[src/design/fuse_pkg.sv]
/*
  Shared constants for the fuse configuration loader: fuse offsets, field
  positions, codes, read masks, reset values and timing counts.
  Assumes a single 40 MHz core clock.
*/
package fuse_pkg;

  // ***********************************************************************
  // Fuse offsets
  // ***********************************************************************
  localparam logic [3:0] OFS_BROWNOUT = 4'h1;
  localparam logic [3:0] OFS_OSC      = 4'h2;
  localparam logic [3:0] OFS_TIMER    = 4'h4;
  localparam logic [3:0] OFS_SYS0     = 4'h5;
  localparam logic [3:0] OFS_SYS1     = 4'h6;
  localparam logic [3:0] OFS_APPLICATION_SECTION_END   = 4'h7;
  localparam logic [3:0] OFS_BOOT_SECTION_END  = 4'h8;
  localparam int         FUSE_COUNT   = 9;

  // ***********************************************************************
  // Field positions
  // ***********************************************************************
  localparam int BO_LEVEL_MSB  = 7;
  localparam int BO_LEVEL_LSB  = 5;
  localparam int BO_RATE_BIT   = 4;
  localparam int BO_ACTIVE_MSB = 3;
  localparam int BO_ACTIVE_LSB = 2;
  localparam int BO_SLEEP_MSB  = 1;
  localparam int BO_SLEEP_LSB  = 0;
  localparam int OSC_LOCK_BIT  = 7;
  localparam int OSC_FREQ_MSB  = 1;
  localparam int OSC_FREQ_LSB  = 0;
  localparam int CMP_EN_MSB    = 7;
  localparam int CMP_EN_LSB    = 4;
  localparam int CMP_LVL_MSB   = 3;
  localparam int CMP_LVL_LSB   = 0;
  localparam int CRC_MSB       = 7;
  localparam int CRC_LSB       = 6;
  localparam int PIN_MSB       = 3;
  localparam int PIN_LSB       = 2;
  localparam int KEEP_BIT      = 0;
  localparam int SUT_MSB       = 2;
  localparam int SUT_LSB       = 0;
  localparam int BLOCK_SHIFT   = 8;

  // ***********************************************************************
  // Read masks, reset values and codes
  // ***********************************************************************
  localparam logic [7:0] OSC_READ_MASK   = 8'h83;
  localparam logic [7:0] SYS0_READ_MASK  = 8'hcd;
  localparam logic [7:0] SYS1_READ_MASK  = 8'h07;
  localparam logic [7:0] SYS0_RESET      = 8'hc4;
  localparam logic [1:0] FREQ_16MHZ      = 2'h1;
  localparam logic [1:0] PIN_GPIO        = 2'h0;
  localparam logic [1:0] SCAN_DISABLED   = 2'h3;
  localparam int         TICK_W          = 10;
  localparam int         TRIM_W          = 8;
  localparam int         TEMP_TRIM_W     = 4;

  // ***********************************************************************
  // Timing
  // ***********************************************************************
  localparam int         CLK_HZ          = 40_000_000;
  localparam int         MS_PER_S        = 1000;
  localparam int         MS_CYCLES       = CLK_HZ / MS_PER_S;
  localparam int         LOW_RATE_HZ     = 32768;
  localparam int         LOW_RATE_CYCLES = (CLK_HZ + LOW_RATE_HZ - 1) / LOW_RATE_HZ;
  localparam logic [9:0] PIN_HOLD_TICKS  = 10'h300;

endpackage

[src/design/timer_if.sv]
/*
  Start/done handshake between the loader and a tick timer.
  Assumes both ends run on the core clock.
*/
`timescale 1ns/1ps
interface timer_if;
  import fuse_pkg::*;
  logic              start;
  logic [TICK_W-1:0] ticks;
  logic              done;
  modport ctrl  (output start, output ticks, input done);
  modport timer (input start, input ticks, output done);
endinterface

[src/design/tick_timer.sv]
/*
  Tick timer: divides the core clock by DIV and counts a loaded number of
  slow ticks, then holds done high until the next start.
  Assumes a synchronous active-high reset on the core clock.
*/
`timescale 1ns/1ps
module tick_timer #(
  parameter int DIV = 40000
) (
  input wire logic core_clk,
  input wire logic reset,
  timer_if.timer   tmr
);
  import fuse_pkg::*;

  localparam int DW = $clog2(DIV) + 1;

  typedef struct packed {
    logic [DW-1:0]     div;
    logic [TICK_W-1:0] left;
    logic              done;
  } tmr_state_t;

  tmr_state_t state_reg;
  tmr_state_t state_next;

  // ***********************************************************************
  // Next state
  // ***********************************************************************
  always_comb begin
    state_next = state_reg;
    if (reset) begin
      state_next = '0;
    end else if (tmr.start) begin
      state_next.div  = '0;
      state_next.left = tmr.ticks;
      state_next.done = (tmr.ticks == '0);
    end else if (!state_reg.done) begin
      if (state_reg.div == DW'(DIV - 1)) begin
        state_next.div  = '0;
        state_next.left = state_reg.left - 1'b1;
        if (state_reg.left == TICK_W'(1)) begin
          state_next.done = 1'b1;
        end
      end else begin
        state_next.div = state_reg.div + 1'b1;
      end
    end
  end

  always_ff @(posedge core_clk) begin
    state_reg <= state_next;
  end

  assign tmr.done = state_reg.done;

endmodule

[src/design/fuse_config_loader.sv]
/*
  Fuse configuration loader: waits out the start-up delay after reset,
  then copies fuse fields into peripheral control outputs, and serves
  read-only fuse reads.
  Assumes the fuse image is stable while reset is released and that
  power_on_reset is high during reset only when the reset is a power-on.
*/
// Overview of operation
// - Brown-out settings reload only after a power-on reset, held otherwise.
// - Fuse bits 7:5 copied to brown-out level; 0x2 is 2.6V, 0x7 4.2V.
// - Fuse bit 4 copied to sample rate: 0 is 1 kHz, 1 is 125 Hz.
// - Bits 3:2 give active mode: off, on, sampled, on with wake-up held.
// - Bits 1:0 give sleep mode: off, on, sampled; code 3 reserved.
// - Oscillator bit 7 copied to calibration lock; 1 locks calibration.
// - Frequency select picks factory trims; only code 0x1, 16 MHz, is valid.
// - Every timer fuse bit copied into the timer fault control register.
// - Timer compare settings reload only after power-on reset, kept otherwise.
// - Bits 7:4 enable compare pin outputs D down to A.
// - Bits 3:0 give default compare levels, applied after reset and on debug.
// - Bits 7:6 select scan range: flash, boot, boot plus code, none.
// - Bits 3:2 set shared pin: I/O, debug port, reset; 0x3 reserved.
// - As I/O, pin driver stays off 768 slow oscillator cycles after reset.
// - Bit 0 keeps EEPROM on erase, but a locked device always erases.
// - Start-up code 0 to 7 gives 0, 1, 2, 4 ... 64 ms delay.
// - Application end in 256-byte blocks; zero means code to flash end.
// - Boot end in 256-byte blocks; zero makes the whole flash boot.
// - Both section bytes zero make the entire flash boot section.
// - Fuse values reach their targets at the end of the start-up sequence.
// - A newly programmed fuse takes effect only at the next reset; brown-out and timer fuses only at the next power-on reset.
`timescale 1ns/1ps
module fuse_config_loader #(
  parameter int                MS_DIV       = fuse_pkg::MS_CYCLES,
  parameter int                LOW_RATE_DIV = fuse_pkg::LOW_RATE_CYCLES,
  parameter int                ADDR_W       = 17,
  parameter logic [ADDR_W-1:0] FLASH_END    = ADDR_W'(32'h10000)
) (
  input  wire logic                                  core_clk,
  input  wire logic                                  reset,
  input  wire logic                                  power_on_reset,
  input  wire logic [fuse_pkg::FUSE_COUNT-1:0][7:0]  fuse_image,
  input  wire logic [fuse_pkg::TRIM_W-1:0]           factory_trim_in,
  input  wire logic [fuse_pkg::TEMP_TRIM_W-1:0]      factory_temp_trim_in,
  input  wire logic                                  device_locked,
  input  wire logic                                  debug_enter,
  input  wire logic                                  fault_detect_setting,
  input  wire logic [3:0]                            reg_addr,
  input  wire logic                                  reg_read,
  input  wire logic                                  reg_write,
  input  wire logic [7:0]                            reg_wdata,
  output logic [7:0]                                 reg_rdata,
  output logic                                       reg_read_valid,
  output logic [2:0]                                 brownout_level,
  output logic                                       brownout_sample_rate,
  output logic [1:0]                                 brownout_active_mode,
  output logic [1:0]                                 brownout_sleep_mode,
  output logic                                       osc_cal_lock,
  output logic [1:0]                                 osc_frequency_select,
  output logic                                       osc_frequency_valid,
  output logic [fuse_pkg::TRIM_W-1:0]                main_osc_trim,
  output logic [fuse_pkg::TEMP_TRIM_W-1:0]           main_osc_temp_trim,
  output logic [7:0]                                 timer_fault_control,
  output logic [3:0]                                 compare_pin_enable,
  output logic [3:0]                                 compare_default_level,
  output logic                                       compare_default_apply,
  output logic [1:0]                                 crc_scan_source,
  output logic                                       scan_disabled,
  output logic [1:0]                                 shared_pin_function,
  output logic                                       pin_driver_enable,
  output logic                                       eeprom_keep_on_erase,
  output logic [ADDR_W-1:0]                          boot_section_end,
  output logic [ADDR_W-1:0]                          app_code_end,
  output logic                                       config_loaded
);
  import fuse_pkg::*;

  // ***********************************************************************
  // State
  // ***********************************************************************
  typedef enum logic [3:0] {
    ST_RESET = 4'b0001,
    ST_WAIT  = 4'b0010,
    ST_LOAD  = 4'b0100,
    ST_RUN   = 4'b1000
  } phase_t;

  typedef struct packed {
    phase_t                 phase;
    logic                   por_seen;
    logic [2:0]             bo_level;
    logic                   bo_rate;
    logic [1:0]             bo_active;
    logic [1:0]             bo_sleep;
    logic                   osc_lock;
    logic [1:0]             osc_freq;
    logic                   osc_valid;
    logic [TRIM_W-1:0]      osc_trim;
    logic [TEMP_TRIM_W-1:0] osc_temp_trim;
    logic [7:0]             fault_ctrl;
    logic                   cmp_apply;
    logic [1:0]             crc_src;
    logic                   scan_off;
    logic [1:0]             pin_func;
    logic                   drive_ok;
    logic                   keep_fuse;
    logic                   eeprom_keep;
    logic [ADDR_W-1:0]      boot_end;
    logic [ADDR_W-1:0]      app_end;
    logic [7:0]             rdata;
    logic                   rvalid;
    logic                   loaded;
  } loader_state_t;

  loader_state_t state_reg;
  loader_state_t state_next;

  timer_if boot_tmr ();
  timer_if pin_tmr ();

  logic [7:0] boot_byte;
  logic [7:0] app_byte;

  assign boot_byte = fuse_image[OFS_BOOT_SECTION_END];
  assign app_byte  = fuse_image[OFS_APPLICATION_SECTION_END];

  // ***********************************************************************
  // Helpers
  // ***********************************************************************
  function automatic logic [TICK_W-1:0] startup_ticks(input logic [2:0] code);
    logic [TICK_W-1:0] t;
    t = '0;
    if (code != 3'h0) begin
      t = TICK_W'(1) << (code - 3'h1);
    end
    return t;
  endfunction

  function automatic logic [7:0] read_fuse(input logic [3:0] addr);
    logic [7:0] d;
    d = 8'h00;
    case (addr)
      OFS_BROWNOUT, OFS_TIMER, OFS_APPLICATION_SECTION_END, OFS_BOOT_SECTION_END: d = fuse_image[addr];
      OFS_OSC:  d = fuse_image[addr] & OSC_READ_MASK;
      OFS_SYS0: d = fuse_image[addr] & SYS0_READ_MASK;
      OFS_SYS1: d = fuse_image[addr] & SYS1_READ_MASK;
      default:  d = 8'h00;
    endcase
    return d;
  endfunction

  // ***********************************************************************
  // Timers
  // ***********************************************************************
  // Start-up delay length.
  assign boot_tmr.start = (state_reg.phase == ST_RESET) && !reset;
  assign boot_tmr.ticks = startup_ticks(fuse_image[OFS_SYS1][SUT_MSB:SUT_LSB]);
  assign pin_tmr.start  = (state_reg.phase == ST_RESET) && !reset;
  assign pin_tmr.ticks  = PIN_HOLD_TICKS;

  tick_timer #(.DIV(MS_DIV)) u_boot_timer (
    .core_clk (core_clk),
    .reset    (reset),
    .tmr      (boot_tmr)
  );

  tick_timer #(.DIV(LOW_RATE_DIV)) u_pin_timer (
    .core_clk (core_clk),
    .reset    (reset),
    .tmr      (pin_tmr)
  );

  // ***********************************************************************
  // Next state
  // ***********************************************************************
  always_comb begin
    state_next           = state_reg;
    state_next.rvalid    = 1'b0;
    state_next.cmp_apply = 1'b0;
    if (reset) begin
      state_next.phase    = ST_RESET;
      state_next.por_seen = (state_reg.phase != ST_RESET) ? power_on_reset
                                                          : state_reg.por_seen | power_on_reset;
      state_next.osc_lock      = 1'b0;
      state_next.osc_freq      = 2'h0;
      state_next.osc_valid     = 1'b0;
      state_next.osc_trim      = '0;
      state_next.osc_temp_trim = '0;
      state_next.crc_src       = SYS0_RESET[CRC_MSB:CRC_LSB];
      state_next.scan_off      = 1'b0;
      state_next.pin_func      = SYS0_RESET[PIN_MSB:PIN_LSB];
      state_next.drive_ok      = 1'b0;
      state_next.keep_fuse     = SYS0_RESET[KEEP_BIT];
      state_next.eeprom_keep   = 1'b0;
      state_next.boot_end      = FLASH_END;
      state_next.app_end       = FLASH_END;
      state_next.rdata         = 8'h00;
      state_next.loaded        = 1'b0;
      // Only a power-on clears the brown-out setup.
      if (power_on_reset) begin
        state_next.bo_level   = 3'h0;
        state_next.bo_rate    = 1'b0;
        state_next.bo_active  = 2'h0;
        state_next.bo_sleep   = 2'h0;
        // Only a power-on clears the timer setup.
        state_next.fault_ctrl = 8'h00;
      end
    end else begin
      state_next.eeprom_keep = state_reg.keep_fuse & ~device_locked;
      state_next.drive_ok = state_reg.loaded && (state_reg.pin_func == PIN_GPIO)
                            && pin_tmr.done;
      if (reg_read) begin
        state_next.rvalid = 1'b1;
        state_next.rdata  = read_fuse(reg_addr);
      end
      case (state_reg.phase)
        ST_RESET: begin
          state_next.phase = ST_WAIT;
        end
        ST_WAIT: begin
          if (boot_tmr.done) begin
            state_next.phase = ST_LOAD;
          end
        end
        ST_LOAD: begin
          state_next.phase  = ST_RUN;
          state_next.loaded = 1'b1;
          if (state_reg.por_seen) begin
            state_next.bo_level  = fuse_image[OFS_BROWNOUT][BO_LEVEL_MSB:BO_LEVEL_LSB];
            state_next.bo_rate   = fuse_image[OFS_BROWNOUT][BO_RATE_BIT];
            state_next.bo_active = fuse_image[OFS_BROWNOUT][BO_ACTIVE_MSB:BO_ACTIVE_LSB];
            state_next.bo_sleep  = fuse_image[OFS_BROWNOUT][BO_SLEEP_MSB:BO_SLEEP_LSB];
            state_next.fault_ctrl = fuse_image[OFS_TIMER];
          end
          state_next.osc_lock  = fuse_image[OFS_OSC][OSC_LOCK_BIT];
          state_next.osc_freq  = fuse_image[OFS_OSC][OSC_FREQ_MSB:OSC_FREQ_LSB];
          state_next.osc_valid = (fuse_image[OFS_OSC][OSC_FREQ_MSB:OSC_FREQ_LSB]
                                  == FREQ_16MHZ);
          if (fuse_image[OFS_OSC][OSC_FREQ_MSB:OSC_FREQ_LSB] == FREQ_16MHZ) begin
            state_next.osc_trim      = factory_trim_in;
            state_next.osc_temp_trim = factory_temp_trim_in;
          end
          state_next.cmp_apply = 1'b1;
          state_next.crc_src   = fuse_image[OFS_SYS0][CRC_MSB:CRC_LSB];
          state_next.scan_off  = (fuse_image[OFS_SYS0][CRC_MSB:CRC_LSB] == SCAN_DISABLED);
          state_next.pin_func  = fuse_image[OFS_SYS0][PIN_MSB:PIN_LSB];
          state_next.keep_fuse = fuse_image[OFS_SYS0][KEEP_BIT];
          if (boot_byte == 8'h00) begin
            state_next.boot_end = FLASH_END;
          end else begin
            state_next.boot_end = ADDR_W'(boot_byte) << BLOCK_SHIFT;
          end
          if (app_byte == 8'h00) begin
            state_next.app_end = FLASH_END;
          end else begin
            state_next.app_end = ADDR_W'(app_byte) << BLOCK_SHIFT;
          end
        end
        ST_RUN: begin
          if (debug_enter && fault_detect_setting) begin
            state_next.cmp_apply = 1'b1;
          end
        end
        default: begin
          state_next.phase = ST_RESET;
        end
      endcase
    end
  end

  always_ff @(posedge core_clk) begin
    state_reg <= state_next;
  end

  // ***********************************************************************
  // Outputs
  // ***********************************************************************
  assign reg_rdata             = state_reg.rdata;
  assign reg_read_valid        = state_reg.rvalid;
  assign brownout_level        = state_reg.bo_level;
  assign brownout_sample_rate  = state_reg.bo_rate;
  assign brownout_active_mode  = state_reg.bo_active;
  assign brownout_sleep_mode   = state_reg.bo_sleep;
  assign osc_cal_lock          = state_reg.osc_lock;
  assign osc_frequency_select  = state_reg.osc_freq;
  assign osc_frequency_valid   = state_reg.osc_valid;
  assign main_osc_trim         = state_reg.osc_trim;
  assign main_osc_temp_trim    = state_reg.osc_temp_trim;
  assign timer_fault_control   = state_reg.fault_ctrl;
  // Pin enables D down to A.
  assign compare_pin_enable    = state_reg.fault_ctrl[CMP_EN_MSB:CMP_EN_LSB];
  assign compare_default_level = state_reg.fault_ctrl[CMP_LVL_MSB:CMP_LVL_LSB];
  assign compare_default_apply = state_reg.cmp_apply;
  assign crc_scan_source       = state_reg.crc_src;
  assign scan_disabled         = state_reg.scan_off;
  assign shared_pin_function   = state_reg.pin_func;
  assign pin_driver_enable     = state_reg.drive_ok;
  assign eeprom_keep_on_erase  = state_reg.eeprom_keep;
  assign boot_section_end      = state_reg.boot_end;
  assign app_code_end          = state_reg.app_end;
  assign config_loaded         = state_reg.loaded;

  logic in_load;
  assign in_load = (state_reg.phase == ST_LOAD);
endmodule

[config.mk]
export PLATFORM = sky130hd
export DESIGN_NAME = fuse_config_loader
export DESIGN_NICKNAME = d
export VERILOG_FILES = /design/src/design/fuse_pkg.sv /design/src/design/timer_if.sv /design/src/design/tick_timer.sv /design/src/design/fuse_config_loader.sv
export SDC_FILE = /design/constraint.sdc
export NUM_CORES = 1
export LEC_CHECK = 0
export ABC_AREA = 1
export BUFFER_PORTS_ARGS = -buffer_cell sky130_fd_sc_hd__buf_2
export CAP_MARGIN = 20
export CORE_MARGIN = 10
export CORE_UTILIZATION = 40
export DETAILED_ROUTE_END_ITERATION = 10
export PLACE_DENSITY_LB_ADDON = 0.1
export SYNTH_ARGS = -nofsm -noshare
export SYNTH_HDL_FRONTEND = slang
export SYNTH_SLANG_ARGS = --single-unit
[constraint.sdc]
create_clock -name core_clk -period 2.65 [get_ports core_clk]
set_input_delay 0 -clock core_clk [delete_from_list [all_inputs] [get_ports core_clk]]
set_output_delay 0 -clock core_clk [all_outputs]
set_load 0.005 [all_outputs]
; Word level (Yosys, flattened, before mapping)
; Cells that the tools add are included.
[totals]
regBits = 141
inputBits = 104
output_inout_bits = 92
word_cells = 115
[classes]
n_addsub = 5
order_cmp = 1
eq_ne = 22
shifts = 1
n_mux = 28
n_bitwise = 5
n_reduce_logical = 22
[ops]
columns = operator, count
row1 = two-way mux 11 bit, 6
row2 = two-way mux 32 bit, 2
row3 = two-way mux 17 bit, 3
row4 = binary-select mux 8 bit (select 4 bit), 1
row5 = two-way mux 8 bit, 4
row6 = case mux 8 bit (4 select lines), 1
row7 = two-way mux 12 bit, 2
row8 = equality test 10 x 1 -> 1 bit (second input constant), 2
row9 = equality test 4 x 3 -> 1 bit (second input constant), 5
row10 = subtractor 10 x 1 -> 10 bit (second input constant), 2
row11 = adder 17 x 1 -> 17 bit (second input constant), 1
row12 = equality test 17 x 16 -> 1 bit (second input constant), 1
row13 = logical NOT 8 bit, 2
row14 = case mux 4 bit (4 select lines), 1
row15 = adder 12 x 1 -> 12 bit (second input constant), 1
row16 = equality test 12 x 11 -> 1 bit (second input constant), 1
row17 = logical NOT 10 bit, 1
row18 = two-way mux 10 bit, 1
row19 = AND reduction 2 bit, 5
row20 = left shift 1 x 3 -> 10 bit (first input constant), 1
row21 = equality test 4 x 1 -> 1 bit (second input constant), 2
row22 = equality test 4 x 2 -> 1 bit (second input constant), 2
row23 = equality test 4 bit (second input constant), 2
row24 = nonzero test 2 bit, 4
row25 = other kinds (20), 31

; Longest topological paths before layout
; Gate-level depths: netlist of run 1.
[logic_depth]
depth_word = 5
ltp_mapped = 11
mapped_depth_nobuf = 11

; Modules after synthesis
; From an unflattened synthesis of run 1, not the netlist that was laid out.
[unflattened]
cells_unflattened = 1093
hier_area_um2 = 7473.4
[modules_own_cells]
columns = mod, instances, cells_each, area_each_um2, seq_area_each_um2
row1 = fuse_config_loader, 1, 597, 4250.3, 1651.6
row2 = tick_timer (u_boot_timer), 1, 276, 1759.2, 560.5
row3 = tick_timer (u_pin_timer), 1, 220, 1463.9, 460.4

; Least setup slack after synthesis of run 1
; No wires, ideal clock.
[synth_timing]
kind = flip-flop to flip-flop
startpoint = register state_reg[86] (netlist bit)
endpoint = register state_reg, in the netlist brownout_active_mode[0] (enable)
setup_time_ns = 0.395
arrival_time_ns = 1.652
t_required_ns = 2.255
slack_ns = 0.603
stages_incl_launch_ff = 6
path_buffers = 0
period_less_slack_ns = 2.047
cell_sequence = dfxtp_1 nor2_2 nand2_1 nor2_4 nand2_1 o22ai_1
[synth_between]
elab_chain_len = 3
[synth_lines]
columns = element, line
row1 = start: declaration, fuse_config_loader.sv:113  ; loader_state_t state_reg;
row2 = start signal: assignment, fuse_config_loader.sv:270  ; state_reg <= state_next;
row3 = equality test 4 x 3 -> 1 bit, fuse_config_loader.sv:214  ; case (state_reg.phase)
row4 = nonzero test 2 bit (no source line), -
row5 = AND reduction 3 bit (no source line), -
; No other way between the ends.
; A chain may end at the register's enable or synchronous reset.

; Worst setup path after layout of run 1
[layout_timing]
startpoint = register state_reg[86] (netlist bit)
endpoint = register state_reg, in the netlist main_osc_trim[4]
[layout_between]
elab_chain_len = 2
[layout_lines]
columns = element, line
row1 = equality test 4 x 3 -> 1 bit, fuse_config_loader.sv:214
row2 = AND reduction 2 bit (no source line), -
; No other way between the ends.

==> results of run 1 <==
==> worst max path at each step <==
stage	endpoint	slack (ns)	depth (start not counted)
6_report	main_osc_trim[4]	0.20	8
5_1_grt	main_osc_trim[3]	0.02	8
4_1_cts	main_osc_temp_trim[0]	0.22	8
3_5_place_dp	main_osc_trim[5]	0.51	8
3_3_place_gp	main_osc_trim[3]	0.57	8
2_1_floorplan	brownout_active_mode[0]	0.60	5
==> through the flow <==
| step | total power [mW] | hold WS [ns] | instances |
|---|---|---|---|
| after CTS | 5.079 | 0.008812 | 1250 |
| after detailed placement | 2.723 | 0.1645 | 1143 |
| after global placement | 2.724 | 0.1649 | 1143 |
| after global routing | 5.262 | 0.02150 | 1251 |
| after floorplan | 2.560 | 0.07679 | 888 |
| final | 5.032 | 0.03206 | 1251 |
==> layout make-up <==
cell class,count,area (sq um),share of cell area [%]
tap,216,270.3,3.291
sequential,125,2673,32.54
multi-input combinational,556,2809,34.20
inverter,100,382.9,4.662
timing repair buffer,222,1501,18.28
clock inverter,12,108.9,1.325
clock buffer,20,467.9,5.698
==> cells by family after synthesis <==
logic type / after synthesis
flip-flops: 125
buffers and inverters: 208
XOR/XNOR: 15
AO/OA/AOI/OAI: 150
AND/OR/NAND/NOR: 367
adder cells (fa/ha/maj): 7
other: 1
==> synth_stat cells (7+ instances only) <==
master | count | share of area (%)
a21oi_1 | 71 | 5.4
buf_2 | 12 | 0.92
buf_4 | 84 | 9.6
clkbuf_1 | 10 | 0.57
dfxtp_1 | 108 | 33
edfxtp_1 | 17 | 7.8
ha_1 | 7 | 1.3
inv_1 | 86 | 4.9
inv_2 | 11 | 0.63
nand2_1 | 129 | 7.4
nand3_1 | 65 | 5.0
nand4_1 | 23 | 2.2
nor2_1 | 99 | 5.7
nor2_2 | 9 | 0.86
nor3_1 | 15 | 1.1
o211ai_1 | 8 | 0.92
o21ai_0 | 53 | 4.0
xor2_1 | 13 | 1.7
==> metal layers <==
| layer | part of all wire [%] | global-route usage [%] |
|---|---|---|
| met1 | 44 | 20.69 |
| met3 | 7.1 | 5.861 |
| met5 | 0 | 0 |
| met4 | 1.4 | 5.154 |
| met2 | 47 | 28.30 |
==> power breakdown <==
group / leakage, nW / switching (mW) / total (mW) / internal (mW)
logic: 2.26 / 0.434 / 0.703 / 0.269
registers: 1.04 / 0.0577 / 2.05 / 2.00
clock network: 0.287 / 0.899 / 2.27 / 1.38
total: 3.59 / 1.39 / 5.03 / 3.64
==> worst max-delay path: cells and delay by family (launching register included) <==
kind | cells | cell delay, ns
AOI/OAI and AO/OA | 1 | 0.14
and+or+nand+nor | 5 | 1.06
DFF | 1 | 0.33
buffers and inverters | 2 | 0.83
==> timing repair <==
action / in CTS / in global routing
endpoints found under the setup margin: 0 / 7
endpoints found under the hold margin: 69 / 0
hold buffers: 75 / 0
==> placed cells by master, fill, tap and decap left out, types with 10 or more instances in the layout <==
master and count:
buf_2 141, nand2_1 129, dfxtp_1 108, nor2_1 99, inv_1 86, dlygate4sd3_1 75, a21oi_1 71, nand3_1 65
o21ai_0 53, nand4_1 23, clkbuf_16 18, edfxtp_1 17, conb_1 16, nor3_1 15, xor2_1 13, inv_2 11
nor2_2 10
==> run_results.csv, run 1 <==
group,metric,value,unit
clocking,post_cts_resized,0,
timing,skew,0.007142,ns
place,gp_congestion,0.8745,
worst_hold_path,worstHoldStart,"fuse_image[16]",
floorplan,placementRows,46,
layout,drive_gt1_share,21.64,%
timing,slew_headroom,59.95,%
global_route,grt_pass1_vias,5982,
critical_path,slowest_delay,0.60,ns
global_route,grt_max_degree,30,
global_route,antenna_found_initial,0,
timing,post-route-period-util,92.29,%
critical_path,required,3.00,ns
clocking,htreeDepth,4,
layout,largest_register_ffs,27,
critical_path,reg2reg_to,"main_osc_trim[4]",
timing,setup-tns-final,0,ns
floorplan,initial_core_util,41.10,%
layout,final_nets,1133,
worst_hold_path,holdPathStages,3,
yosys,synth-compound-area-share,12.39,%
yosys,synth_seq_cells,125,
place,place_ws,0.5087,ns
worst_hold_path,whs_endpoint,"osc_frequency_select[0]",
drt,routedWlPerCell,15.32,um
critical_path,regToRegStartpoint,"state_reg[86]",
layout,area_delta_synth_final,25.34,%
timing,setup_ws,0.2043,ns
clocking,insertion_delay,0.42,ns
yosys,synthXorXnorAreaFrac,2.005,%
run_status,outcome,"finished clean",
job,maxCapViolCount,0,
drt,drtPass1Iterations,5,
global_route,grt_util_all_layers,17.18,%
yosys,syn_inst,873,
clocking,cts_sinks,125,
yosys,synth.distinct_cells,46,
clocking,cts_tree,"built",
timing,slew_violations,0,
global_route,overflow,0,
timing,setup_viol,0,
critical_path,critPathLaunch,"state_reg[86]",
clocking,cts_buffer_depth,2,
drt,antenna_left,0,
pwr,ir_drop,484.1,uV
yosys,syn_area_per_cell,7.506,sq um
critical_path,worst-path-max-fanout,19,
yosys,synth_edf_count,17,
place,io_buffers,141,
clocking,cts_setup_buffers,0,
yosys,synthSimpleGateAreaFrac,26.12,%
yosys,synth.yosys.seq_area_share,40.79,%
yosys,synth_top_family_by_area,"simple AND/OR/NAND/NOR gates",
clocking,clockRootBuffer,"clkbuf_16",
critical_path,cp_slowest_cell,"dlygate4sd3_1",
layout,diodes,0,
layout,final_cell_area,8213,sq um
critical_path,critical_path.endpoint_type,"flop",
floorplan,die_h,148.0,um
pwr,cellLeakagePower,3.586,nW
place,hpwl,13590,um
worst_hold_path,hold_class,"in -> reg",
drt,drtIter0Drc,364,
critical_path,cp-start-kind,"flop",
critical_path,crit_top_cell,"nor2_4",
global_route,grt_pass1_wl,30480,um
layout,utilization,51.51,%
timing,finalHoldViolCount,0,
critical_path,crit_type,"reg -> reg",
floorplan,fp.coreArea,15940,sq um
critical_path,crit_arrival,2.80,ns
drt,drc,0,
yosys,synthAdderAreaFrac,1.337,%
drt,viasPerCell,4.826,
layout,fillCellCount,1615,
pwr,power_density,612.7,nW/um^2
place,dpl_cell_area,6879,sq um
critical_path,ff2ff_path_depth,8,
yosys,ys_warn_count,0,
timing,worst_slew_pin_slew,0.5953,ns
drt,wl,19170,um
yosys,synthMuxAreaShare,0,%
clocking,clk_pin_slew,0.06,ns
timing,rsz0062_at_grt,"no",
timing,timing.fmax,408.9,MHz
drt,vias,6037,
yosys,synth_area,6553,sq um
clocking,cts_buffers,17,
floorplan,die_x,148.0,um
yosys,synthArstFlopShare,0,%
yosys,synth_top_flop_cell,"dfxtp_1",
critical_path,critical_path.cell_chain,"nor2_2 -> nand2_1 -> nor2_4 -> inv_2 -> nor2_4 -> nand3_1 -> dlygate4sd3_1 -> a21oi_1",
floorplan,ioPinCount,196,
critical_path,rrSetupSlack,0.20,ns
floorplan,dieArea,21900,sq um
timing,layout_min_cycle_time,2.446,ns
Power figures use the tool's default switching activity.
==> run 2: changes to the inputs <==
--- a/config.mk
+++ b/config.mk
@@ -8,8 +8,10 @@
 export ABC_AREA = 1
 export BUFFER_PORTS_ARGS = -buffer_cell sky130_fd_sc_hd__buf_2
 export CAP_MARGIN = 20
+export CELL_PAD_IN_SITES_DETAIL_PLACEMENT = 0
+export CELL_PAD_IN_SITES_GLOBAL_PLACEMENT = 1
 export CORE_MARGIN = 10
-export CORE_UTILIZATION = 40
+export CORE_UTILIZATION = 37
 export DETAILED_ROUTE_END_ITERATION = 10
 export PLACE_DENSITY_LB_ADDON = 0.1
 export SYNTH_ARGS = -nofsm -noshare
==> run_results.csv, run 2 (same netlist as run 1, synthesis figures left out) <==
group,metric,value,unit
run_status,outcome,"complete, but fails checks",
run_status,violations,"negative hold slack",
critical_path,crit_top_cell,"nor2_4",
drt,vias,6004,
drt,routedWlPerCell,15.30,um
critical_path,cp_slowest_cell,"dlygate4sd3_1",
timing,slew_violations,0,
floorplan,dieArea,23430,sq um
timing,rsz0062_at_grt,"no",
timing,post-route-period-util,88.04,%
floorplan,placementRows,48,
timing,worst_slew_pin_slew,0.5957,ns
drt,drtPass1Iterations,5,
drt,drc,0,
timing,timing.fmax,428.6,MHz
layout,final_cell_area,8213,sq um
drt,wl,19280,um
drt,drtIter0Drc,258,
clocking,insertion_delay,0.43,ns
drt,viasPerCell,4.765,
global_route,grt_max_degree,40,
place,io_buffers,141,
layout,utilization,47.32,%
clocking,cts_tree,"built",
layout,fillCellCount,1731,
global_route,overflow,0,
critical_path,cp-start-kind,"flop",
place,hpwl,14320,um
worst_hold_path,hold_class,"in -> reg",
layout,drive_gt1_share,21.64,%
critical_path,ff2ff_path_depth,8,
drt,antenna_left,0,
critical_path,crit_arrival,2.70,ns
floorplan,fp.coreArea,17360,sq um
global_route,antenna_found_initial,0,
clocking,cts_buffer_depth,2,
timing,skew,0.007857,ns
layout,diodes,0,
global_route,grt_pass1_vias,6076,
timing,hold_slack,-0.02624,ns
pwr,fin_total_pwr,5.020,mW
clocking,cts_sinks,125,
place,dp.cells,1152,
critical_path,critPathBufInv,2,
layout,multi_input_area,2803,sq um
timing,layout_min_cycle_time,2.333,ns
floorplan,die_x,153.1,um
clocking,htreeDepth,4,
pwr,ir_drop,475.9,uV
job,maxCapViolCount,0,
critical_path,slowest_delay,0.58,ns
pwr,power_density,611.2,nW/um^2
pwr,cellLeakagePower,3.575,nW
place,dpl_cell_area,6890,sq um
critical_path,critical_path_depth,8,
global_route,grt_pass1_wl,31110,um
layout,final_nets,1133,
floorplan,initial_core_util,37.75,%
critical_path,worst-path-max-fanout,19,
clocking,cts_buffers,17,
timing,setup_viol,0,
critical_path,critical_path.endpoint_type,"flop",
place,gp_congestion,0.8263,
layout,seqCellArea,2673,sq um
layout,finalNonFillerCells,1260,
global_route,grt_util_all_layers,16.20,%
layout,largest_register_ffs,27,
layout,final_common_cell,"buf_2",
critical_path,critical_path.cell_chain,"nor2_2 -> nand2_1 -> nor2_4 -> inv_2 -> nor2_4 -> nand3_1 -> dlygate4sd3_1 -> a21oi_1",
floorplan,ioPinCount,196,
critical_path,critPathTopFamily,"simple AND/OR/NAND/NOR gates",
critical_path,required,3.01,ns
floorplan,die_h,153.1,um
clocking,clk_pin_slew,0.07,ns
timing,finalHoldViolCount,1,
timing,setup-tns-final,0,ns
timing,slew_headroom,59.92,%
worst_hold_path,holdPathStages,3,
layout,final_cell_mix,"buf_2, nand2_1, dfxtp_1",
critical_path,crit_type,"reg -> reg",
clocking,clockRootBuffer,"clkbuf_16",
layout,area_delta_synth_final,25.34,%
## run 2: what timing repair did
action,4_1_cts,5_1_grt
buffers inserted,0,0
hold buffers,76,0
endpoints found under the setup margin,0,0
resized for setup,0,0
endpoints found under the hold margin,70,0
## run 2: final timing paths
path,from,endpoint,slack (ns)
hold reg to reg,state_reg[45],eeprom_keep_on_erase,0.44
setup reg to reg,state_reg[86],main_osc_temp_trim[2],0.32
setup / recovery,state_reg[86],main_osc_temp_trim[2],0.32
hold / removal,debug_enter,compare_default_apply,-0.03
## run 2: layout make-up
type | instances | area share, %
inverters | 100 | 4.662
repair buffers | 223 | 18.40
multi-input cells | 555 | 34.13
well taps | 225 | 3.428
clock buffers | 17 | 5.180
flip-flops and latches | 125 | 32.54
clock inverters | 15 | 1.661
## run 2: through the flow
| step | setup WS (ns) | hold WS, ns |
|---|---|---|
| global placement | 0.6881 | 0.1717 |
| CTS | 0.3063 | 0.006500 |
| detailed placement | 0.6343 | 0.1770 |
| floorplan | 0.6031 | 0.07679 |
| global route | 0.1040 | 0.01354 |
| finish | 0.3170 | -0.02624 |
## run 2: routing by layer
metal	vias to the layer above	share of wire (%)	routed length [um]	global-route usage, %
met4	0	1.2	229	4.405
met5	-	0	0	0
li1	3078	-	-	-
met2	142	48	9288	27.25
met1	2769	44	8453	18.84
met3	15	6.8	1304	6.089
## run 2: worst register-to-register path: stages (launching register included)
cell and delay [ns]:
dfxtp_1 0.34, nor2_2 0.13, nand2_1 0.09, nor2_4 0.28
inv_2 0.25, nor2_4 0.34, nand3_1 0.12, dlygate4sd3_1 0.58
a21oi_1 0.14
## run 2: where the power goes
part | internal (mW) | total [mW] | switching, mW
sequential | 2.00 | 2.05 | 0.0593
clock | 1.24 | 2.25 | 1.01
combinational | 0.274 | 0.712 | 0.438
==> run 3: changes to the inputs <==
--- a/config.mk
+++ b/config.mk
@@ -8,10 +8,8 @@
 export ABC_AREA = 1
 export BUFFER_PORTS_ARGS = -buffer_cell sky130_fd_sc_hd__buf_2
 export CAP_MARGIN = 20
-export CELL_PAD_IN_SITES_DETAIL_PLACEMENT = 0
-export CELL_PAD_IN_SITES_GLOBAL_PLACEMENT = 1
 export CORE_MARGIN = 10
-export CORE_UTILIZATION = 37
+export CORE_UTILIZATION = 49
 export DETAILED_ROUTE_END_ITERATION = 10
 export PLACE_DENSITY_LB_ADDON = 0.1
 export SYNTH_ARGS = -nofsm -noshare
==> run_results.csv, run 3 (same netlist as run 1, synthesis figures left out) <==
group,metric,value,unit
clocking,cts_sinks,125,
critical_path,slowest_delay,0.55,ns
critical_path,critical_path.endpoint_type,"flop",
layout,largest_register_ffs,27,
floorplan,ioPinCount,196,
clocking,cts_setup_buffers,0,
run_status,outcome,"finished clean",
place,io_buffers,141,
global_route,grt_util_all_layers,20.16,%
critical_path,crit_arrival,2.23,ns
timing,skew,0.006768,ns
layout,area_delta_synth_final,22.78,%
drt,vias,5988,
place,hpwl,12850,um
floorplan,placementRows,42,
layout,final_common_cell,"buf_2",
critical_path,rrSetupSlack,0.78,ns
critical_path,required,3.01,ns
clocking,cts_tree,"built",
clocking,clk_pin_slew,0.05,ns
layout,final_cell_area,8045,sq um
timing,slew_headroom,62.23,%
global_route,grt_pass1_wl,29600,um
timing,slew_violations,0,
timing,post-route-period-util,70.63,%
critical_path,critPathTopFamily,"simple AND/OR/NAND/NOR gates",
drt,routedWlPerCell,15.40,um
critical_path,ff2ff_path_depth,8,
job,maxCapViolCount,0,
place,dpl_cell_area,6822,sq um
timing,finalHoldViolCount,0,
pwr,power_density,628.8,nW/um^2
critical_path,worst-path-max-fanout,11,
layout,utilization,60.99,%
clocking,cts_buffer_depth,2,
global_route,antenna_found_initial,2,
place,gp_congestion,0.8714,
floorplan,initial_core_util,49.68,%
critical_path,crit_type,"reg -> reg",
pwr,fin_total_pwr,5.059,mW
worst_hold_path,worstHoldStart,"fuse_image[17]",
critical_path,critical_path.cell_chain,"nor2_2 -> nand3_2 -> inv_2 -> nand2_2 -> nor3_2 -> nand2_1 -> dlygate4sd3_1 -> nand2_1",
timing,timing.fmax,534.3,MHz
clocking,insertion_delay,0.42,ns
timing,rsz0062_at_grt,"no",
critical_path,regToRegStartpoint,"state_reg[89]",
drt,drtIter0Drc,398,
pwr,cellLeakagePower,3.560,nW
clocking,clockRootBuffer,"clkbuf_16",
worst_hold_path,whs_endpoint,"osc_frequency_select[1]",
critical_path,cp_slowest_cell,"dlygate4sd3_1",
floorplan,fp.coreArea,13190,sq um
critical_path,critPathBufInv,2,
drt,drc,0,
pwr,ir_drop,478.6,uV
drt,antenna_left,0,
timing,setup-tns-final,0,ns
global_route,grt_max_degree,40,
layout,final_nets,1121,
timing,setup_viol,0,
drt,drtPass1Iterations,5,
floorplan,dieArea,18400,sq um
global_route,overflow,0,
layout,drive_gt1_share,21.04,%
floorplan,die_h,135.6,um
critical_path,reg2reg_to,"u_boot_timer.state_reg[6]",
floorplan,die_x,135.6,um
clocking,cts_buffers,17,
clocking,htreeDepth,4,
worst_hold_path,holdPathStages,3,
layout,final_cell_mix,"buf_2, nand2_1, dfxtp_1",
critical_path,crit_top_cell,"nand2_1",
timing,layout_min_cycle_time,1.872,ns
worst_hold_path,hold_class,"in -> reg",
drt,wl,18400,um
timing,worst_slew_pin_slew,0.5659,ns
timing,hold_slack,0.03505,ns
critical_path,cp-start-kind,"flop",
global_route,grt_pass1_vias,5826,
drt,viasPerCell,5.011,
## run 3: power by group
part | switching [mW] | leakage (nW) | total (mW) | internal, mW
combinational | 0.429 | 2.24 | 0.697 | 0.268
clock | 0.784 | 0.277 | 2.30 | 1.52
sequential | 0.0589 | 1.04 | 2.06 | 2.00
total | 1.27 | 3.56 | 5.06 | 3.79
## run 3: repair_timing
item                                   4_1_cts  5_1_grt
gates resized for setup                      0        0
endpoints found under the hold margin       69        0
hold buffers                                65        0
## run 3: how the worst max path moves through the flow
stage	from	end	slack, ns	cells past startpoint
2_1_floorplan	state_reg[86]	brownout_active_mode[0]	0.60	5
5_1_grt	state_reg[89]	u_boot_timer.state_reg[6]	0.58	8
3_3_place_gp	state_reg[86]	brownout_sleep_mode[0]	0.85	7
6_report	state_reg[89]	u_boot_timer.state_reg[6]	0.78	8
4_1_cts	state_reg[89]	u_boot_timer.state_reg[6]	0.77	8
3_5_place_dp	state_reg[86]	brownout_sleep_mode[0]	0.83	7
## run 3: final cells by class
type	count	area (sq um)
Clock inverter	3	90.09
Timing Repair Buffer	211	1394
Multi-Input combinational cell	555	2803
Inverter	100	382.9
Clock buffer	23	478.0
Fill cell	1202	5145
Antenna cell	2	5.005
Sequential cell	125	2673
Tap cell	176	220.2
## run 3: worst reg2reg max path: stages (launching register included)
cell and delay [ns]:
dfxtp_1 0.35, nor2_2 0.15, nand3_2 0.16, inv_2 0.12, nand2_2 0.17, nor3_2 0.20
nand2_1 0.06, dlygate4sd3_1 0.55, nand2_1 0.06
## run 3: per-layer routing
metal  global-route usage [%]  part of all wire (%)  up-vias
met4                    7.656                   2.7        0
li1                         -                     -     3044
met2                    31.34                    46      192
met3                    8.828                   8.1       39
met1                    24.02                    43     2713
met5                        0                     0        -
## run 3: per-stage QoR
step	std cells	setup WS, ns
floorplan	888	0.6031
global placement	1102	0.8498
detailed placement	1102	0.8295
CTS	1193	0.7745
global route	1195	0.5819
finish	1195	0.7784
